`config.mk`:
```
export PLATFORM = sky130hd
export DESIGN_NAME = msa_regs
export DESIGN_NICKNAME = d
export VERILOG_FILES = /design/src/msa_pkg.sv /design/src/msa_regs.sv
export SDC_FILE = /design/constraint.sdc
export NUM_CORES = 1
export LEC_CHECK = 0
export BUFFER_PORTS_ARGS = -buffer_cell sky130_fd_sc_hd__clkbuf_2
export CAP_MARGIN = 0
export CORE_ASPECT_RATIO = 1.5
export CORE_MARGIN = 2
export CORE_UTILIZATION = 30
export DETAILED_ROUTE_END_ITERATION = 12
export PLACE_DENSITY = 0.58
export REMOVE_ABC_BUFFERS = 1
export SYNTH_ARGS = -nofsm -noshare
export SYNTH_HDL_FRONTEND = slang
export SYNTH_SLANG_ARGS = --single-unit
export TNS_END_PERCENT = 1
```
`constraint.sdc`:
```
create_clock -name mclk -period 1 [get_ports mclk]
set_input_delay 0.15 -clock mclk [delete_from_list [all_inputs] [get_ports mclk]]
set_output_delay 0.15 -clock mclk [all_outputs]
set_load 0.005 [all_outputs]
```
`src/msa_pkg.sv`:
```
// Purpose: constants for the monitor status and alarm register bank
// Assumes: byte-wide registers, two receiver copies
// Notes: offsets are register addresses within a slave address
package msa_pkg;
    localparam int MSA_COPIES = 2;
    localparam logic [7:0] MSA_ADDR_STATUS = 8'h6E;
    localparam logic [7:0] MSA_ADDR_UPDATE = 8'h6F;
    localparam logic [7:0] MSA_ADDR_ALARM = 8'h70;
    localparam logic [7:0] MSA_UPDATE_RESET = 8'h00;
    localparam logic [7:0] MSA_ALARM_RESET = 8'h10;
    localparam logic [7:0] MSA_UPDATE_MASK = 8'hC9;
    localparam logic [7:0] MSA_ALARM_MASK = 8'hF0;
    localparam int MSA_BIT_FAULT = 2;
    localparam int MSA_BIT_RXLOSS = 1;
    localparam int MSA_BIT_READY_BAR = 0;
    localparam int MSA_BIT_TEMP_RDY = 7;
    localparam int MSA_BIT_VCC_RDY = 6;
    localparam int MSA_BIT_RX_RDY = 3;
    localparam int MSA_BIT_RANGE = 0;
    localparam int MSA_BIT_TEMPERATURE_HIGH_ALARM = 7;
    localparam int MSA_BIT_TEMPERATURE_LOW_ALARM = 6;
    localparam int MSA_BIT_SUPPLY_HIGH_ALARM = 5;
    localparam int MSA_BIT_SUPPLY_LOW_ALARM = 4;
endpackage

```
`src/msa_regs.sv`:
```
// Purpose: status, conversion-update and temperature/supply alarm registers
// Assumes: bus slave decodes slave address into bus_sel and hands byte accesses here
// Notes: bus_sel 0 is the receiver 1 copy, 1 the receiver 2 copy
//
// Operation
// (RULE1) status bit 2 reads back the level driven on the fault pin
// (RULE2) status bit 1 shows loss pin or fast low flag, chosen by source select
// (RULE3) status bit 0 reads 1 while supply is below analog trip, else 0
// (RULE4) ready flags clear at power-on, set when their conversion completes
// (RULE5) host may clear ready flags; they stay clear until next completion; here a bus write of 1 to a ready bit also sets it
// (RULE6) update register written by bus and hardware, powers on as zero
// (RULE7) update and alarm registers exist once per receiver, picked by slave address
// (RULE8) range flag shows fine (0) or coarse (1) range of latest power result
// (RULE9) temperature high alarm is 1 when last result exceeded high threshold
// (RULE10) temperature low alarm is 1 when last result fell below low threshold
// (RULE11) supply high alarm is 1 when last result exceeded high threshold
// (RULE12) supply low alarm forced to 1 while supply is below analog trip
// (RULE13) supply low alarm follows last result, clearing when above low threshold
// (RULE14) alarm register powers on with only supply low alarm set
// (RULE15) reserved bits read zero and ignore writes
// (RULE16) alarm and range flags update in the same cycle as their result
`timescale 1ns/1ps
module msa_regs
    import msa_pkg::*;
(
    // clock and reset
    input wire logic mclk,
    input wire logic resetn,
    // register access
    input wire logic bus_sel,
    input wire logic [7:0] bus_addr,
    input wire logic bus_wr,
    input wire logic [7:0] bus_wdata,
    input wire logic bus_rd,
    output logic [7:0] bus_rdata,
    output logic bus_rvalid,
    // pins and internal status
    input wire logic fault_pin_level,
    input wire logic [1:0] signal_loss_input,
    input wire logic [1:0] fast_low_signal_flag,
    input wire logic loss_source_select,
    input wire logic analog_power_on_trip,
    // conversion results
    input wire logic temp_done,
    input wire logic temp_above_hi,
    input wire logic temp_below_lo,
    input wire logic vcc_done,
    input wire logic vcc_above_hi,
    input wire logic vcc_below_lo,
    input wire logic [1:0] rx_power_done,
    input wire logic [1:0] rx_power_coarse
);
    import msa_pkg::*;

    logic [1:0][2:0] los_sync_reg, los_sync_next;
    logic [1:0] los_stable_reg, los_stable_next;
    logic [2:0] trip_sync_reg, trip_sync_next;
    logic trip_stable_reg, trip_stable_next;
    logic [1:0][7:0] upd_reg, upd_next;
    logic [1:0][7:0] alm_reg, alm_next;
    logic [7:0] rdata_reg, rdata_next;
    logic rvalid_reg, rvalid_next;
    logic rxl_sel;

    // pin synchronisers, change accepted when stages two and three agree
    always_comb begin
        for (int i = 0; i < MSA_COPIES; i++) begin
            los_sync_next[i] = {los_sync_reg[i][1:0], signal_loss_input[i]};
            los_stable_next[i] = los_stable_reg[i];
            if (los_sync_reg[i][1] == los_sync_reg[i][2]) begin
                los_stable_next[i] = los_sync_reg[i][2];
            end
        end
        trip_sync_next = {trip_sync_reg[1:0], analog_power_on_trip};
        trip_stable_next = trip_stable_reg;
        if (trip_sync_reg[1] == trip_sync_reg[2]) begin
            trip_stable_next = trip_sync_reg[2];
        end
    end

    always_ff @(posedge mclk or negedge resetn) begin
        if (!resetn) begin
            los_sync_reg <= '0;
            los_stable_reg <= '0;
            trip_sync_reg <= 3'h7;
            trip_stable_reg <= 1'b1;
        end else begin
            los_sync_reg <= los_sync_next;
            los_stable_reg <= los_stable_next;
            trip_sync_reg <= trip_sync_next;
            trip_stable_reg <= trip_stable_next;
        end
    end

    // per-receiver update and alarm registers
    always_comb begin
        for (int i = 0; i < MSA_COPIES; i++) begin
            upd_next[i] = upd_reg[i];
            alm_next[i] = alm_reg[i];
            if (bus_wr && (bus_sel == i[0]) && (bus_addr == MSA_ADDR_UPDATE)) begin // see (RULE7)
                upd_next[i] = bus_wdata & MSA_UPDATE_MASK; // see (RULE5) see (RULE6) see (RULE15)
            end
            if (temp_done) begin
                upd_next[i][MSA_BIT_TEMP_RDY] = 1'b1; // see (RULE4)
                alm_next[i][MSA_BIT_TEMPERATURE_HIGH_ALARM] = temp_above_hi; // see (RULE9) see (RULE16)
                alm_next[i][MSA_BIT_TEMPERATURE_LOW_ALARM] = temp_below_lo; // see (RULE10)
            end
            if (vcc_done) begin
                upd_next[i][MSA_BIT_VCC_RDY] = 1'b1; // see (RULE4)
                alm_next[i][MSA_BIT_SUPPLY_HIGH_ALARM] = vcc_above_hi; // see (RULE11)
                alm_next[i][MSA_BIT_SUPPLY_LOW_ALARM] = vcc_below_lo; // see (RULE13)
            end
            if (rx_power_done[i]) begin
                upd_next[i][MSA_BIT_RX_RDY] = 1'b1; // see (RULE4)
                upd_next[i][MSA_BIT_RANGE] = rx_power_coarse[i]; // see (RULE8) see (RULE16)
            end
            if (trip_stable_reg) begin
                alm_next[i][MSA_BIT_SUPPLY_LOW_ALARM] = 1'b1; // see (RULE12)
            end
        end
    end

    always_ff @(posedge mclk or negedge resetn) begin
        if (!resetn) begin
            upd_reg <= {MSA_UPDATE_RESET, MSA_UPDATE_RESET}; // see (RULE6)
            alm_reg <= {MSA_ALARM_RESET, MSA_ALARM_RESET}; // see (RULE14)
        end else begin
            upd_reg <= upd_next;
            alm_reg <= alm_next;
        end
    end

    // read path, answer one cycle after the read strobe
    always_comb begin
        rxl_sel = loss_source_select ? fast_low_signal_flag[bus_sel] : los_stable_reg[bus_sel]; // see (RULE2)
        rdata_next = rdata_reg;
        rvalid_next = bus_rd;
        if (bus_rd) begin
            rdata_next = 8'h00;
            if (bus_addr == MSA_ADDR_STATUS) begin
                rdata_next[MSA_BIT_FAULT] = fault_pin_level; // see (RULE1)
                rdata_next[MSA_BIT_RXLOSS] = rxl_sel;
                rdata_next[MSA_BIT_READY_BAR] = trip_stable_reg; // see (RULE3)
            end else if (bus_addr == MSA_ADDR_UPDATE) begin
                rdata_next = upd_reg[bus_sel] & MSA_UPDATE_MASK; // see (RULE15)
            end else if (bus_addr == MSA_ADDR_ALARM) begin
                rdata_next = alm_reg[bus_sel] & MSA_ALARM_MASK;
            end
        end
    end

    always_ff @(posedge mclk or negedge resetn) begin
        if (!resetn) begin
            rdata_reg <= 8'h00;
            rvalid_reg <= 1'b0;
        end else begin
            rdata_reg <= rdata_next;
            rvalid_reg <= rvalid_next;
        end
    end

    assign bus_rdata = rdata_reg;
    assign bus_rvalid = rvalid_reg;
endmodule

```
==> results.toml, run 1 <==
[status]
status = "finished with violations"
violations = "setup timing"

[timing]
max_freq_ghz = 0.906
hold_viol = 0
timing.final.crit_share = 1.10
min_period_ns = 1.10
fin_ws_ns = -0.103
rsz0062_at_grt = "yes"
drv_slew = 0
finalSetupViolations = 4
tightest_slew_ns = 0.359
finClkSkew_ns = 0.00836
setup_tns_ns = -0.195
maxSlewHeadroom = 0.759

[global_routing]
grt_pass1_vias = 1149
antenna_found_initial = 0
track_usage = 0.130
grt_max_degree = 34
grt_pass1_wl_mm = 5.09
grt_overflow = 0

[die]
dieArea_um2 = 5260
die_x_um = 59.9
start_util = 0.312
core_area_um2 = 4500
fp-row-count = 30
io_pins = 47
die_h_um = 87.9

[placed_design]
portBuffers = 42
place_area_um2 = 1800
hpwl_mm = 2.36
place_congestion = 0.771

[worst_setup_path]
worstPathMaxFanout = 2
cp.required_ns = 1.16
crit_family = "multiplexers"
cpMaxStageDelayCell = "mux4_2"
slowest_delay_ns = 0.45
cp.depth = 3
end_kind = "flop"
path_cells = "mux4_2 -> nand3_1 -> o21ai_1"
reg2regPathDepth = 3
worstSetupStartpointType = "flop"
cp_num_buf_inv = 0
crit_arrival_ns = 1.26
path_class = "reg -> reg"

[cts]
cts_tree = "done"
clock_latency_ns = 0.28
cts_buffer_depth = 2
htreeDepth = 2
cts_root_buffer = "clkbuf_8"
clkTransAtPathRegs_ns = 0.06
cts_inserted_buffers = 5
cts.sinks = 33

[routing]
drt_iter0_drc = 31
wire_per_inst_um = 13.1
avgViaCountPerCell = 4.71
drc = 0
ant_nets = 0
vias = 1054
totalWireLength_mm = 2.93
first_pass_iters = 4

[synthesis]
yosysUniqueCellTypes = 30
yosysSeqAreaShare = 0.592
synth_top_cell_by_area = "dfrtp_1"
netlist_instances = 107
synth_seq_cells = 33
synth_area_leaders = "dfrtp_1, dfstp_2, mux2_2"
netlist_area_um2 = 1410
ys_warn_count = 0
avgSynthCellArea_um2 = 13.1
synth_top_area_share = 0.498

[worst_hold_path]
hold_path.class = "in -> reg"
hold-path-cell-count = 3

[finish]
area_delta_synth_final_pct = 39.3
drive_gt1_frac = 0.523
fin_area_um2 = 1960
diodes = 0
num-nets-final = 213

[power]
vdd_drop_max_mv = 0.971
power.density_nw_per_um2 = 1370
leakage_nw = 0.885

[run]
drv_cap = 0
-- synthesized netlist by cell type --
library cell,n
dfrtp_1,28
inv_1,9
mux2_2,7
nor2b_1,7
a211o_1,6
dfstp_2,5
nand3_1,5
o21ai_0,4
a21oi_1,3
a22oi_1,3
maj3_1,3
nand2_1,3
nand2b_1,3
nor2_1,3
nand4b_4,2
nor3_4,2
a31oi_1,1
buf_2,1
clkbuf_1,1
mux2i_1,1
mux4_2,1
nand3b_1,1
nand4_1,1
nor2_2,1
nor3_1,1
nor4_4,1
o21ai_1,1
o22ai_1,1
o22ai_2,1
or4b_4,1
-- cells by family (layout without fill, tap and decap cells) --
group,after synthesis,in the layout,share of synthesized area
multiplexers,9,9,0.0792
adder cells (fa/ha/maj),3,3,0.0214
AND/OR/NAND/NOR,31,31,0.178
flip-flops,33,33,0.592
AO/OA/AOI/OAI,20,20,0.0996
buffers and inverters,11,80,0.0302
-- placed cells by master (no fill, tap or decap), types with 3 or more instances in the layout --
master / count
nor2b_1: 7
o21ai_0: 3
a21oi_1: 3
inv_1: 9
mux2_2: 7
dlygate4sd3_1: 4
clkbuf_8: 5
dfstp_2: 5
nand3_1: 5
nand2b_1: 3
clkbuf_2: 40
dfrtp_1: 28
a211o_1: 6
nor2_1: 3
nand2_1: 3
buf_4: 15
-- final cells by class --
type / instances / area [um^2]
inverters: 9 / 33.8
clock buffers: 5 / 68.8
repair buffers: 63 / 403
clock inverters: 3 / 17.5
fillers: 439 / 2540
well taps: 48 / 60.1
multi-input cells: 63 / 544
flip-flops and latches: 33 / 832
-- routing by layer --
metal  up-vias  share of wire  global-route usage
met3         4          0.052              0.0399
li1        515              -                   -
met4         0          0.016              0.0424
met5         -              0                   0
met2        26           0.54               0.225
met1       509           0.39               0.151
-- where the power goes --
group,switching (mW),internal (mW),leakage (nW)
Combinational,0.129,0.165,0.464
Clock,0.474,0.479,0.0439
Sequential,0.0336,1.41,0.378
-- per-stage QoR --
stage          std cells  setup slack [ns]  total power [mW]   util  hold slack, ns
3_5_place_dp         211            -0.360              1.73  0.400           0.120
6_report             224            -0.103              2.69  0.435          0.0831
4_1_cts              224            -0.107              2.72  0.431          0.0804
3_3_place_gp         211            -0.307              1.72  0.400           0.117
2_1_floorplan        105            -0.154              1.54      -          -0.146
5_1_grt              224            -0.143              2.83  0.435          0.0908
-- worst min-delay path, cell delays in order --
cell and delay (ns):
clkbuf_2 0.07, inv_1 0.05, nand2_1 0.06
-- worst paths after layout --
kind	startpoint	slack (ns)	to
max	los_stable_reg[0]	-0.10	bus_rdata[1]
min	rx_power_done[1]	0.08	upd_reg[11]
max reg2reg	los_stable_reg[0]	-0.10	bus_rdata[1]
min reg2reg	trip_sync_reg[0]	0.35	trip_sync_reg[1]
max in group asynchronous	resetn	0.40	trip_sync_reg[0]
min in group asynchronous	resetn	0.35	bus_rdata[6]
-- what timing repair did --
action	4_1_cts	5_1_grt
hold buffers	4	0
pin swaps	3	6
setup buffers	1	0
endpoints found under the setup margin	8	14
hold endpoints to repair	31	0
gates resized for setup	3	6
No activity file was read; power rests on OpenSTA's default activity.
==> run 2: changes to the inputs <==
- GPL_TIMING_DRIVEN: not set -> 0
==> run 2 against run 1 <==
Effect of this change: the flow finishes with violations (hold timing, setup timing); die area unchanged; final area fell by 5.6%; global-route usage decreased by 0.35 points; critical path type unchanged; critical endpoint unchanged.
==> results.toml, run 2 (same netlist as run 1, synthesis figures left out) <==
[status]
status = "finished with violations"
violations = "hold timing, setup timing"

[finish]
fin_cells = 209
filler_cell_count = 445
seq_area_um2 = 832
num-nets-final = 198
diodes = 0
drive_gt1_frac = 0.472
area_delta_synth_final_pct = 31.6
final_cell_mix = "clkbuf_2, dfrtp_1, inv_1"
multi_input_area_um2 = 548
final_common_cell = "clkbuf_2"

[routing]
wire_per_inst_um = 13.9
vias = 1006
totalWireLength_mm = 2.91
drt_iter0_drc = 24
drc = 0
avgViaCountPerCell = 4.81
ant_nets = 0
first_pass_iters = 4

[cts]
htreeDepth = 2
cts_root_buffer = "clkbuf_8"
cts_inserted_buffers = 5
cts.sinks = 33
cts_buffer_depth = 2
clkTransAtPathRegs_ns = 0.07
cts_tree = "done"
clock_latency_ns = 0.28
postCtsHoldBufs = 3

[timing]
max_freq_ghz = 0.898
finalSetupViolations = 6
hold_viol = 28
tightest_slew_ns = 0.793
min_period_ns = 1.11
finClkSkew_ns = 0.00524
drv_slew = 0
timing.final.crit_share = 1.11
hold_ws_ns = -0.0570
rsz0062_at_grt = "yes"
fin_ws_ns = -0.114
maxSlewHeadroom = 0.472

[die]
start_util = 0.312
core_area_um2 = 4500
dieArea_um2 = 5260
fp-row-count = 30
die_h_um = 87.9
die_x_um = 59.9
io_pins = 47

[power]
power.internal_mw = 2.10
switching_share = 0.219
power.density_nw_per_um2 = 1460
clkPwrFrac = 0.369
p_comb_frac = 0.096
seqPwrFrac = 0.534
vdd_drop_max_mv = 0.607
switching_power_mw = 0.591
leakage_nw = 0.813

[worst_setup_path]
r2r-start = "los_stable_reg[0]"
cpMaxStageDelayCell = "mux4_2"
crit_family = "multiplexers"
cp.required_ns = 1.15
startpoint = "los_stable_reg[0]"
slowest_delay_ns = 0.47
end_kind = "flop"
cp_num_buf_inv = 0
crit_arrival_ns = 1.27
worstSetupStartpointType = "flop"
path_class = "reg -> reg"
path_cells = "mux4_2 -> nand3_2 -> o21ai_1"
worstPathMaxFanout = 2

[run]
drv_cap = 0

[global_routing]
grt_max_degree = 34
grt_pass1_wl_mm = 4.80
grt_overflow = 0
track_usage = 0.127
grt_pass1_vias = 1067
antenna_found_initial = 0

[placed_design]
hpwl_mm = 2.25
place_congestion = 0.793
portBuffers = 42
place_inst = 195
dpl_worst_slack_ns = -0.431

[worst_hold_path]
hold_path.class = "in -> async"
## run 2: cell type report
type | count | area share
repair buffers | 48 | 0.155
multi-input cells | 63 | 0.296
well taps | 48 | 0.0325
inverters | 9 | 0.0183
clock buffers | 8 | 0.0487
flip-flops and latches | 33 | 0.450
## run 2: worst paths after layout
| path | to | slack [ns] | cells after the start |
|---|---|---|---|
| max | bus_rdata[1] | -0.11 | 3 |
| min | los_sync_next[2] | -0.06 | 1 |
| max reg2reg | bus_rdata[1] | -0.11 | 3 |
| min reg2reg | trip_sync_reg[1] | 0.36 | 0 |
| max in group asynchronous | upd_reg[15] | 0.55 | 1 |
| min in group mclk | alm_reg[12] | 0.09 | 2 |
## run 2: metrics by stage
step           power [mW]  area, um^2  hold slack (ns)   util  TNS, ns
2_1_floorplan        1.54        1400           -0.146      -    -1.11
3_3_place_gp         1.68        1670            0.240  0.370    -4.32
3_5_place_dp         1.69        1670            0.247  0.370    -5.02
4_1_cts              2.72        1820          -0.0311  0.404   -0.683
5_1_grt              2.84        1850         -0.00119  0.411   -0.904
6_report             2.69        1850          -0.0570  0.411   -0.441
## run 2: power by group through the flow
stage               combinational (mW)  clock (mW)  sequential, mW
global route                     0.288        1.11            1.45
CTS                              0.255        1.03            1.44
global placement                 0.217           0            1.46
detailed placement               0.228           0            1.46
floorplan                       0.0862           0            1.45
finish                           0.260       0.995            1.44
## run 2: routing by layer
layer / vias to the layer above / share of wire / track usage
li1: 484 / - / -
met1: 485 / 0.36 / 0.129
met2: 33 / 0.56 / 0.220
met3: 4 / 0.063 / 0.0458
met4: 0 / 0.015 / 0.0687
met5: - / 0 / 0
## run 2: what timing repair did
item                                   CTS  global route
buffers inserted                         2             1
pin swaps                                5             5
endpoints found under the hold margin   31             6
setup endpoints to repair               11            14
gates cloned                             0             0
gates resized for setup                  4             7
